### src/rtl/adgc_defines.svh
`ifndef ADGC_DEFINES_SVH
`define ADGC_DEFINES_SVH

// Byte addresses of the register words (even byte = low byte)
`define ADGC_OFS_ADC        7'h0a
`define ADGC_OFS_DAC        7'h30
`define ADGC_OFS_PIN        7'h32
`define ADGC_OFS_MISC       7'h34
`define ADGC_OFS_CMD        7'h3e

// Command word fields
`define ADGC_CMD_LATCH      2

// Pin control fields
`define ADGC_PIN_DIR0       9
`define ADGC_PIN_DIR1       8
`define ADGC_PIN_LVL0       1
`define ADGC_PIN_LVL1       0

// Misc setup fields
`define ADGC_MISC_SELFTEST  8
`define ADGC_MISC_RDY_EN    2
`define ADGC_MISC_RDY_POL   1
`define ADGC_MISC_RDY_SEL   0

// Reset values and writable masks
`define ADGC_RST_DAC        12'h000
`define ADGC_RST_PIN        16'h0000
`define ADGC_RST_MISC       16'h0000
`define ADGC_RST_RDATA      16'h0000
`define ADGC_MASK_PIN       16'h0303
`define ADGC_MASK_MISC      16'h0107

`endif

### src/rtl/adgc_pkg.sv
package adgc_pkg;

  // One register access from the serial port front end
  typedef struct packed {
    logic       wr;
    logic       rd;
    logic [6:0] addr;
    logic [7:0] wdata;
  } adgc_req_t;

  // Drive of one general-purpose pin
  typedef struct packed {
    logic level;
    logic enable;
  } adgc_drv_t;

  // Owner of a pin after arbitration
  typedef enum logic [2:0] {
    ADGC_OWN_READY = 3'b001,
    ADGC_OWN_ALARM = 3'b010,
    ADGC_OWN_PLAIN = 3'b100
  } adgc_owner_t;

endpackage

### src/rtl/adgc_dac.sv
`include "adgc_defines.svh"

module adgc_dac (
  // Clock and reset
  input  wire logic        clk_in,
  input  wire logic        rst_in,
  // Holding register writes
  input  wire logic        wr_lo_in,
  input  wire logic        wr_hi_in,
  input  wire logic [7:0]  wdata_in,
  input  wire logic        latch_in,
  // Results
  output logic      [11:0] hold_out,
  output logic      [11:0] code_out
);
  import adgc_pkg::*;

  logic [11:0] hold_ff;
  logic [11:0] code_ff;

  // Upper nibble of the high byte is dropped
  always_ff @(posedge clk_in) begin
    if (rst_in) begin
      hold_ff <= `ADGC_RST_DAC;
    end else begin
      if (wr_lo_in) begin
        hold_ff[7:0] <= wdata_in;
      end
      if (wr_hi_in) begin
        hold_ff[11:8] <= wdata_in[3:0];
      end
    end
  end

  // Converter only moves on the latch command
  always_ff @(posedge clk_in) begin
    if (rst_in) begin
      code_ff <= `ADGC_RST_DAC;
    end else if (latch_in) begin
      code_ff <= hold_ff;
    end
  end

  assign hold_out = hold_ff;
  assign code_out = code_ff;
endmodule

### src/rtl/adgc_pins.sv
`include "adgc_defines.svh"

module adgc_pins (
  // Clock and reset
  input  wire logic                    clk_in,
  input  wire logic                    rst_in,
  // Control words
  input  wire logic             [15:0] pin_ctrl_in,
  input  wire logic             [15:0] misc_ctrl_in,
  // Competing functions
  input  wire logic             [1:0]  alarm_claim_in,
  input  wire logic             [1:0]  alarm_level_in,
  input  wire logic                    sample_ready_in,
  // Registered pin drive, index 0 is pin_zero
  output adgc_pkg::adgc_drv_t   [1:0]  drv_out
);
  import adgc_pkg::*;

  adgc_drv_t   [1:0] drv_ff;
  adgc_drv_t   [1:0] nxt_drv;
  adgc_owner_t [1:0] owner;

  function automatic adgc_owner_t pick_owner(input logic rdy_claim, input logic alm_claim);
    if (rdy_claim) begin
      pick_owner = ADGC_OWN_READY;
    end else if (alm_claim) begin
      pick_owner = ADGC_OWN_ALARM;
    end else begin
      pick_owner = ADGC_OWN_PLAIN;
    end
  endfunction

  always_comb begin
    for (int i = 0; i < 2; i++) begin
      owner[i] = pick_owner(misc_ctrl_in[`ADGC_MISC_RDY_EN] &&
                            (misc_ctrl_in[`ADGC_MISC_RDY_SEL] == i[0]), alarm_claim_in[i]);
      case (owner[i])
        ADGC_OWN_READY: begin
          nxt_drv[i].enable = 1'b1;
          nxt_drv[i].level  = misc_ctrl_in[`ADGC_MISC_RDY_POL] ? sample_ready_in
                                                               : !sample_ready_in;
        end
        ADGC_OWN_ALARM: begin
          nxt_drv[i].enable = 1'b1;
          nxt_drv[i].level  = alarm_level_in[i];
        end
        default: begin
          nxt_drv[i].enable = pin_ctrl_in[`ADGC_PIN_DIR0 - i];
          nxt_drv[i].level  = pin_ctrl_in[`ADGC_PIN_DIR0 - i] &&
                              pin_ctrl_in[`ADGC_PIN_LVL0 - i];
        end
      endcase
    end
  end

  always_ff @(posedge clk_in) begin
    if (rst_in) begin
      drv_ff <= '0;
    end else begin
      drv_ff <= nxt_drv;
    end
  end

  assign drv_out = drv_ff;

endmodule

### src/rtl/adgc_top.sv
`include "adgc_defines.svh"

module adgc_top (
  // Clock and reset
  input  wire logic               MCLK_IN,
  input  wire logic               RST_IN,
  // Register access port
  input  wire adgc_pkg::adgc_req_t REG_REQ_IN,
  output logic             [15:0] REG_RDATA_OUT,
  output logic                    REG_RVALID_OUT,
  // Auxiliary converters
  input  wire logic        [11:0] ADC_RESULT_IN,
  output logic             [11:0] DAC_CODE_OUT,
  // Functions sharing the pins
  input  wire logic               SAMPLE_READY_IN,
  input  wire logic        [1:0]  ALARM_CLAIM_IN,
  input  wire logic        [1:0]  ALARM_LEVEL_IN,
  output logic                    SELF_TEST_OUT,
  // General-purpose pins
  input  wire logic               PIN_ZERO_IN,
  output logic                    PIN_ZERO_OUT,
  output logic                    PIN_ZERO_OE_OUT,
  input  wire logic               PIN_ONE_IN,
  output logic                    PIN_ONE_OUT,
  output logic                    PIN_ONE_OE_OUT
);
  import adgc_pkg::*;

  logic [15:0] pin_ctrl_ff;
  logic [15:0] misc_ff;
  logic [11:0] adc_result_ff;
  logic [1:0]  pin_sense_ff;
  logic [15:0] rdata_ff;
  logic        rvalid_ff;
  logic [15:0] nxt_rdata;
  logic [11:0] dac_hold;
  logic [11:0] dac_code;
  logic        wr_dac_lo;
  logic        wr_dac_hi;
  logic        dac_latch;
  adgc_drv_t [1:0] pin_drv;

  // Writable bits of each word, split per byte lane below
  localparam logic [15:0] pin_mask  = `ADGC_MASK_PIN;
  localparam logic [15:0] misc_mask = `ADGC_MASK_MISC;

  // Word match on the byte address, ignoring the byte select
  function automatic logic word_hit(input logic [6:0] addr, input logic [6:0] base);
    word_hit = (addr[6:1] == base[6:1]);
  endfunction

  // Write strobe for one byte lane of a word
  function automatic logic byte_wr(input adgc_req_t req, input logic [6:0] base, input logic hi);
    byte_wr = req.wr && word_hit(req.addr, base) && (req.addr[0] == hi);
  endfunction

  assign wr_dac_lo = byte_wr(REG_REQ_IN, `ADGC_OFS_DAC, 1'b0);
  assign wr_dac_hi = byte_wr(REG_REQ_IN, `ADGC_OFS_DAC, 1'b1);
  assign dac_latch = byte_wr(REG_REQ_IN, `ADGC_OFS_CMD, 1'b0) &&
                     REG_REQ_IN.wdata[`ADGC_CMD_LATCH];

  adgc_dac u_dac (
    .clk_in   (MCLK_IN),
    .rst_in   (RST_IN),
    .wr_lo_in (wr_dac_lo),
    .wr_hi_in (wr_dac_hi),
    .wdata_in (REG_REQ_IN.wdata),
    .latch_in (dac_latch),
    .hold_out (dac_hold),
    .code_out (dac_code)
  );

  // Pin control word, unused bits held at zero
  always_ff @(posedge MCLK_IN) begin
    if (RST_IN) begin
      pin_ctrl_ff <= `ADGC_RST_PIN;
    end else begin
      if (byte_wr(REG_REQ_IN, `ADGC_OFS_PIN, 1'b0)) begin
        pin_ctrl_ff[7:0] <= REG_REQ_IN.wdata & pin_mask[7:0];
      end
      if (byte_wr(REG_REQ_IN, `ADGC_OFS_PIN, 1'b1)) begin
        pin_ctrl_ff[15:8] <= REG_REQ_IN.wdata & pin_mask[15:8];
      end
    end
  end

  // Misc setup word: self-test and sample ready routing
  always_ff @(posedge MCLK_IN) begin
    if (RST_IN) begin
      misc_ff <= `ADGC_RST_MISC;
    end else begin
      if (byte_wr(REG_REQ_IN, `ADGC_OFS_MISC, 1'b0)) begin
        misc_ff[7:0] <= REG_REQ_IN.wdata & misc_mask[7:0];
      end
      if (byte_wr(REG_REQ_IN, `ADGC_OFS_MISC, 1'b1)) begin
        misc_ff[15:8] <= REG_REQ_IN.wdata & misc_mask[15:8];
      end
    end
  end

  // Converter result as seen by software, and pin levels sampled for the checks
  always_ff @(posedge MCLK_IN) begin
    if (RST_IN) begin
      adc_result_ff <= 12'h000;
      pin_sense_ff  <= 2'h0;
    end else begin
      adc_result_ff <= ADC_RESULT_IN;
      pin_sense_ff  <= {PIN_ONE_IN, PIN_ZERO_IN};
    end
  end

  // Read mux; unmapped and command addresses read zero
  always_comb begin
    nxt_rdata = 16'h0000;
    if (word_hit(REG_REQ_IN.addr, `ADGC_OFS_ADC)) begin
      nxt_rdata = {4'h0, adc_result_ff};
    end else if (word_hit(REG_REQ_IN.addr, `ADGC_OFS_DAC)) begin
      nxt_rdata = {4'h0, dac_hold};
    end else if (word_hit(REG_REQ_IN.addr, `ADGC_OFS_PIN)) begin
      nxt_rdata = pin_ctrl_ff;
    end else if (word_hit(REG_REQ_IN.addr, `ADGC_OFS_MISC)) begin
      nxt_rdata = misc_ff;
    end
  end

  always_ff @(posedge MCLK_IN) begin
    if (RST_IN) begin
      rdata_ff  <= `ADGC_RST_RDATA;
      rvalid_ff <= 1'b0;
    end else begin
      rvalid_ff <= REG_REQ_IN.rd;
      if (REG_REQ_IN.rd) begin
        rdata_ff <= nxt_rdata;
      end
    end
  end

  // Both pins resolved and registered together
  adgc_pins u_pins (
    .clk_in          (MCLK_IN),
    .rst_in          (RST_IN),
    .pin_ctrl_in     (pin_ctrl_ff),
    .misc_ctrl_in    (misc_ff),
    .alarm_claim_in  (ALARM_CLAIM_IN),
    .alarm_level_in  (ALARM_LEVEL_IN),
    .sample_ready_in (SAMPLE_READY_IN),
    .drv_out         (pin_drv)
  );

  assign REG_RDATA_OUT   = rdata_ff;
  assign REG_RVALID_OUT  = rvalid_ff;
  assign DAC_CODE_OUT    = dac_code;
  assign SELF_TEST_OUT   = misc_ff[`ADGC_MISC_SELFTEST];
  assign PIN_ZERO_OUT    = pin_drv[0].level;
  assign PIN_ZERO_OE_OUT = pin_drv[0].enable;
  assign PIN_ONE_OUT     = pin_drv[1].level;
  assign PIN_ONE_OE_OUT  = pin_drv[1].enable;

  logic rdy_on_zero;
  logic rdy_on_one;
  assign rdy_on_zero = misc_ff[`ADGC_MISC_RDY_EN] && !misc_ff[`ADGC_MISC_RDY_SEL];
  assign rdy_on_one  = misc_ff[`ADGC_MISC_RDY_EN] && misc_ff[`ADGC_MISC_RDY_SEL];
endmodule

### config.mk
export PLATFORM = sky130hd
export DESIGN_NAME = adgc_top
export DESIGN_NICKNAME = d
export VERILOG_FILES = /design/src/rtl/adgc_pkg.sv /design/src/rtl/adgc_dac.sv /design/src/rtl/adgc_pins.sv /design/src/rtl/adgc_top.sv
export VERILOG_INCLUDE_DIRS = /design/src /design/src/rtl
export SDC_FILE = /design/constraint.sdc
export NUM_CORES = 1
export LEC_CHECK = 0
export BUFFER_PORTS_ARGS = -buffer_cell sky130_fd_sc_hd__buf_2
export CAP_MARGIN = 30
export CELL_PAD_IN_SITES_DETAIL_PLACEMENT = 1
export CELL_PAD_IN_SITES_GLOBAL_PLACEMENT = 2
export CORE_MARGIN = 4
export CORE_UTILIZATION = 34
export DETAILED_ROUTE_END_ITERATION = 16
export PLACE_DENSITY = 0.85
export SLEW_MARGIN = 5
export SYNTH_ARGS = -nofsm -noshare
export SYNTH_HDL_FRONTEND = slang
export SYNTH_SLANG_ARGS = --single-unit
### constraint.sdc
create_clock -name MCLK_IN -period 2.55 [get_ports MCLK_IN]
set_input_delay 0.51 -clock MCLK_IN [delete_from_list [all_inputs] [get_ports MCLK_IN]]
set_output_delay 0.51 -clock MCLK_IN [all_outputs]
set_load 0.02 [all_outputs]
After elaboration in Yosys (flattened, before gate mapping)
Cells that the tools add are included.

word-level totals
  register bits after elaboration = 65
  bits of input ports = 38
  output and inout port bits = 34
  logic and storage cells = 53

operators by class
  equal/unequal tests = 9
  mux-type cells = 11
  bitwise logic cells = 2
  reductions and logical operators = 17

operator list
  operator              count
  $eq A6 B5 Y1 const B  4
  $logic_and A1 B1 Y1   16
  $mux W16              1
  $mux W12              1
  $mux W3               4
  $mux W10              1
  $mux W9               1
  $pmux W2 S2           2
  $eq A3 B1 Y1 const B  2
  $eq A3 B2 Y1 const B  2
  $eq A6 B3 Y1 const B  1
  $not A1 Y1            2
  $logic_not A1 Y1      1
  $mux W1               1

Longest topological paths before layout
  word-level depth = 5
  mapped depth = 5
  gate-level depth less buffers = 3

Modules after synthesis
Synthesis repeated with hierarchy kept, for this count alone.

second synthesis, totals
  cells, all modules = 250
  area, all modules = 2493.6 um^2

by module, submodules not included
  module     times used  cells each  area an instance (um^2)  seq. area each (um^2)
  adgc_top   1           154         1485.2                   660.6
  adgc_dac   1           77          844.6                    480.5
  adgc_pins  1           19          163.9                    80.1

Worst setup path before layout
Ideal clock, no wire load.

  kind = input to register
  start = input REG_REQ_IN[9] (netlist name)
  end = register rdata_ff[5], in the netlist REG_RDATA_OUT[5]
  library setup time = 0.088 ns
  data arrival time = 1.573 ns
  data required time = 2.462 ns
  path slack = 0.889 ns
  cell stages on the path = 4
  buffers on the path = 2
  cells stage by stage = buf_2 -> buf_2 -> or4b_1 -> a311oi_2

between the ends
  word-level cells in the longest chain between the ends = 4
  elaborated cells on any way between the ends = 6
  classes of those cells = 3 x eq/ne; 3 x mux

RTL lines
  what                    line             source
  start: declaration      adgc_top.sv:8    input wire adgc_pkg::adgc_req_t REG_REQ_IN,
  $eq A6 B5 Y1            adgc_top.sv:49   word_hit = (addr[6:1] == base[6:1]);
  $mux W10                adgc_top.sv:119  end else if (word_hit(REG_REQ_IN.addr, `ADGC_OFS_PIN)) begin
  $mux W12                adgc_top.sv:117  end else if (word_hit(REG_REQ_IN.addr, `ADGC_OFS_DAC)) begin
  $mux W16 (*)            adgc_top.sv:115  if (word_hit(REG_REQ_IN.addr, `ADGC_OFS_ADC)) begin
  end signal: assignment  adgc_top.sv:128  rdata_ff <= `ADGC_RST_RDATA;
  end signal: assignment  adgc_top.sv:133  rdata_ff <= nxt_rdata;
  end: declaration        adgc_top.sv:33   logic [15:0] rdata_ff;

Every way passes the cells marked *; elsewhere a longest branch is shown, timed or not.
A chain may end at the register's enable or synchronous reset.

Final worst setup path
  start = input REG_REQ_IN[14] (netlist name)
  end = register rdata_ff[5], in the netlist REG_RDATA_OUT[5]

The elaborated chain is that of the path after synthesis.

==> metrics.txt <==
top cell type's share of synthesized area between 40% and 50%; Yosys cell types 34; met1 usage a little under a fifth; cts repair resizes 0; RR Endpoint REG_RDATA_OUT[9]$_SDFFE_PP0P_; GP Congestion a little over 0.7; most common cell in the netlist dfxtp_1; CP max FO 21; All-Layer GR Usage between 15 and 20%; FMAX 627.4 MHz; post-DP HPWL 5111 um; Worst Path Buf+Inv 1; Top Usage Layer GRT met2; NumNets Final roughly 370; Reg area approximately 1200 um^2; initial detailed-routing violation count slightly above 90; beginning of the worst hold path ADC_RESULT_IN[5]; met3 usage 3.929%; max incr delay on CP roughly 0.58 ns; Worst Path Class, Setup in -> reg; Max IR drop VDD between 200 and 250 uV; drt pass-1 iters 4; RSZ-0062 raised after global routing false; r2r startpoint pin_ctrl_ff[9]$_SDFFE_PP0P_; first-pass GRT wire length approximately 12000 um; vias per std cell roughly 5.0; # fillers a little over 900; leakage roughly 1.3 nW; ranking of synthesized cells by area dfxtp_1 45%, mux2i_1 9.5%, nand2b_1 8.2%; CP delay by family, top simple AND/OR/NAND/NOR gates; setup bufs post-CTS 0; Worst Setup End Kind flip-flop; CP startpoint kind input pin; Reg2Reg Depth 3; Worst-Margin Slew 0.7826 ns; max_slew headroom 47.83%; async set-or-reset flop fraction in the synthesized netlist 0%; gr ovfl total 0; Hold EP adc_result_ff[5]$_SDFF_PP0_; syn avg cell area roughly 9.8 um^2; vias in the first global route around 2300; Seq cells post-synth between 60 and 70; Routed WL 6986 um; P&R area growth vs syn 19.93%; M2 GR Usage about 26%; WHS between 0.3 and 0.4 ns; commonest cells in the netlist 61 x dfxtp_1, 36 x nand2b_1, 26 x mux2i_1; full die area 9551 um^2; fraction of layout cells with a size suffix above 1 28.53%; Cells after Synth between 200 and 300; synthesis warning total 0; H-tree levels 3; r2r setup slk around 1.4 ns; worst setup margin 0.9561 ns; antenna violations before repair 0; Max clock buf depth 2; Post-synth EDFFs 0; Yosys top cell by area dfxtp_1; Tcrit/Tclk final 62.50%; Tmin final ~1.6 ns; crit path cell chain buf_2 > nand4bb_4 > or4b_1 > a311oi_2; outcome finished clean; CP Launch Point REG_REQ_IN[14]; setup_tns 0 ns; Hold Crit Class in -> reg; Critical Path RT approximately 2.8 ns; cts hold-fix bufs 0; clk_lat worst skew around 0.35 ns; Worst Hold Depth 2; ys flop type dfxtp_1; CTS buffer count 9; n_diodes 0; Placed Instances between 400 and 500; Die Span Y a little under 100 um; CTS clk-pin slew, worst paths 0.07 ns; initial core utilization a little over a third; pre-CTS WS slightly below 0.6 ns; Pwr Total between 1.5 and 2 mW; pwr/cell area approximately 590 nW/um^2; Slew Viols, Final 0; CTS root buf clkbuf_8; post-synthesis sequential area ratio between 40 and 50%; Via Count between 2000 and 2500; Site Rows 32; IO Pins 72; area of the mapped netlist 2738 um^2; PortBufs 65; WL/cell about 16 um; Max Cap Viol 0; Routed Antenna Nets 0; Final Setup Violations 0; Worst path slowest cell or4b_1; Core Box Area a little under 8000 um^2; Finished Layout Cells 442; CTS sink cnt between 60 and 70; skew final ~0.0089 ns; multi-input logic area around 1400 um^2; Die Span X roughly 100 um; CTS tree yes; DRC viols 0; final hold violation count 0; largest net degree at the start of global routing between 50 and 60; Worst Path Arrival roughly 1.9 ns
registers in the layout, indices dropped and copies added, names as in the netlist:
register        flops
misc_ff             4
REG_RDATA_OUT      12
pin_ctrl_ff         4
u_dac.hold_out     12
u_pins.drv_out      4
u_dac.code_out     12
REG_RVALID_OUT      1
adc_result_ff      12
cell usage in the layout, fill, tap and decap left out, types with 4 or more instances in the layout:
cell type and n:
nand2b_1 36, buf_4 6, nor2_1 12, a311oi_2 6, clkbuf_8 11, or4b_1 8
buf_2 65, conb_1 4, mux2i_1 26, a311oi_1 4, nand3_1 23, nor2b_1 19
o21ai_1 8, o21ai_0 4, a21oi_1 14, dfxtp_1 61
cells by family after synthesis:
group,count (synthesis),share of synthesized area [%]
AOI/OAI and AO/OA,46,12.29
and+or+nand+nor,116,28.06
other,1,0.1370
xor gates and xnor gates,1,0.3200
buffers and inverters,27,5.073
muxes,26,9.506
DFF,61,44.61
metrics by stage:
stage	area, um^2	utilization (%)
after floorplan	2749	-
after global placement	3108	40.01
after detailed placement	3108	40.01
after CTS	3283	42.27
after global routing	3283	42.27
final	3283	42.27
worst reg2reg max path: stages (launching register included):
cell      delay (ns)
dfxtp_1         0.37
mux2i_1         0.09
or3_1           0.35
a311oi_1        0.29
metal layers:
metal	up-vias	share of wire, %
met3	10	3.7
met2	40	51
met1	1072	44
met5	-	0
li1	1102	-
met4	0	1.7
how the worst max path moves through the flow:
stage	to	slack, ns	depth (start not counted)
floorplan	REG_RDATA_OUT[5]$_SDFFE_PP0P_	0.89	4
global placement	REG_RDATA_OUT[7]$_SDFFE_PP0P_	0.61	4
detailed placement	REG_RDATA_OUT[5]$_SDFFE_PP0P_	0.58	4
CTS	REG_RDATA_OUT[5]$_SDFFE_PP0P_	0.94	4
global route	REG_RDATA_OUT[5]$_SDFFE_PP0P_	0.85	4
finish	REG_RDATA_OUT[5]$_SDFFE_PP0P_	0.96	4
area by class of cell:
class                      count  share of cell area [%]
clock buffer                  11                   4.611
clock inverter                 4                  0.7241
multi-input combinational    193                   42.30
sequential                    61                   37.20
tap                          102                   3.887
timing repair buffer          71                   11.28
power by group:
group / internal (mW) / total (mW) / switching, mW
Clock: 0.396 / 0.781 / 0.384
Sequential: 0.974 / 0.981 / 0.00738
Combinational: 0.0679 / 0.166 / 0.0985
Power figures use the tool's default switching activity.
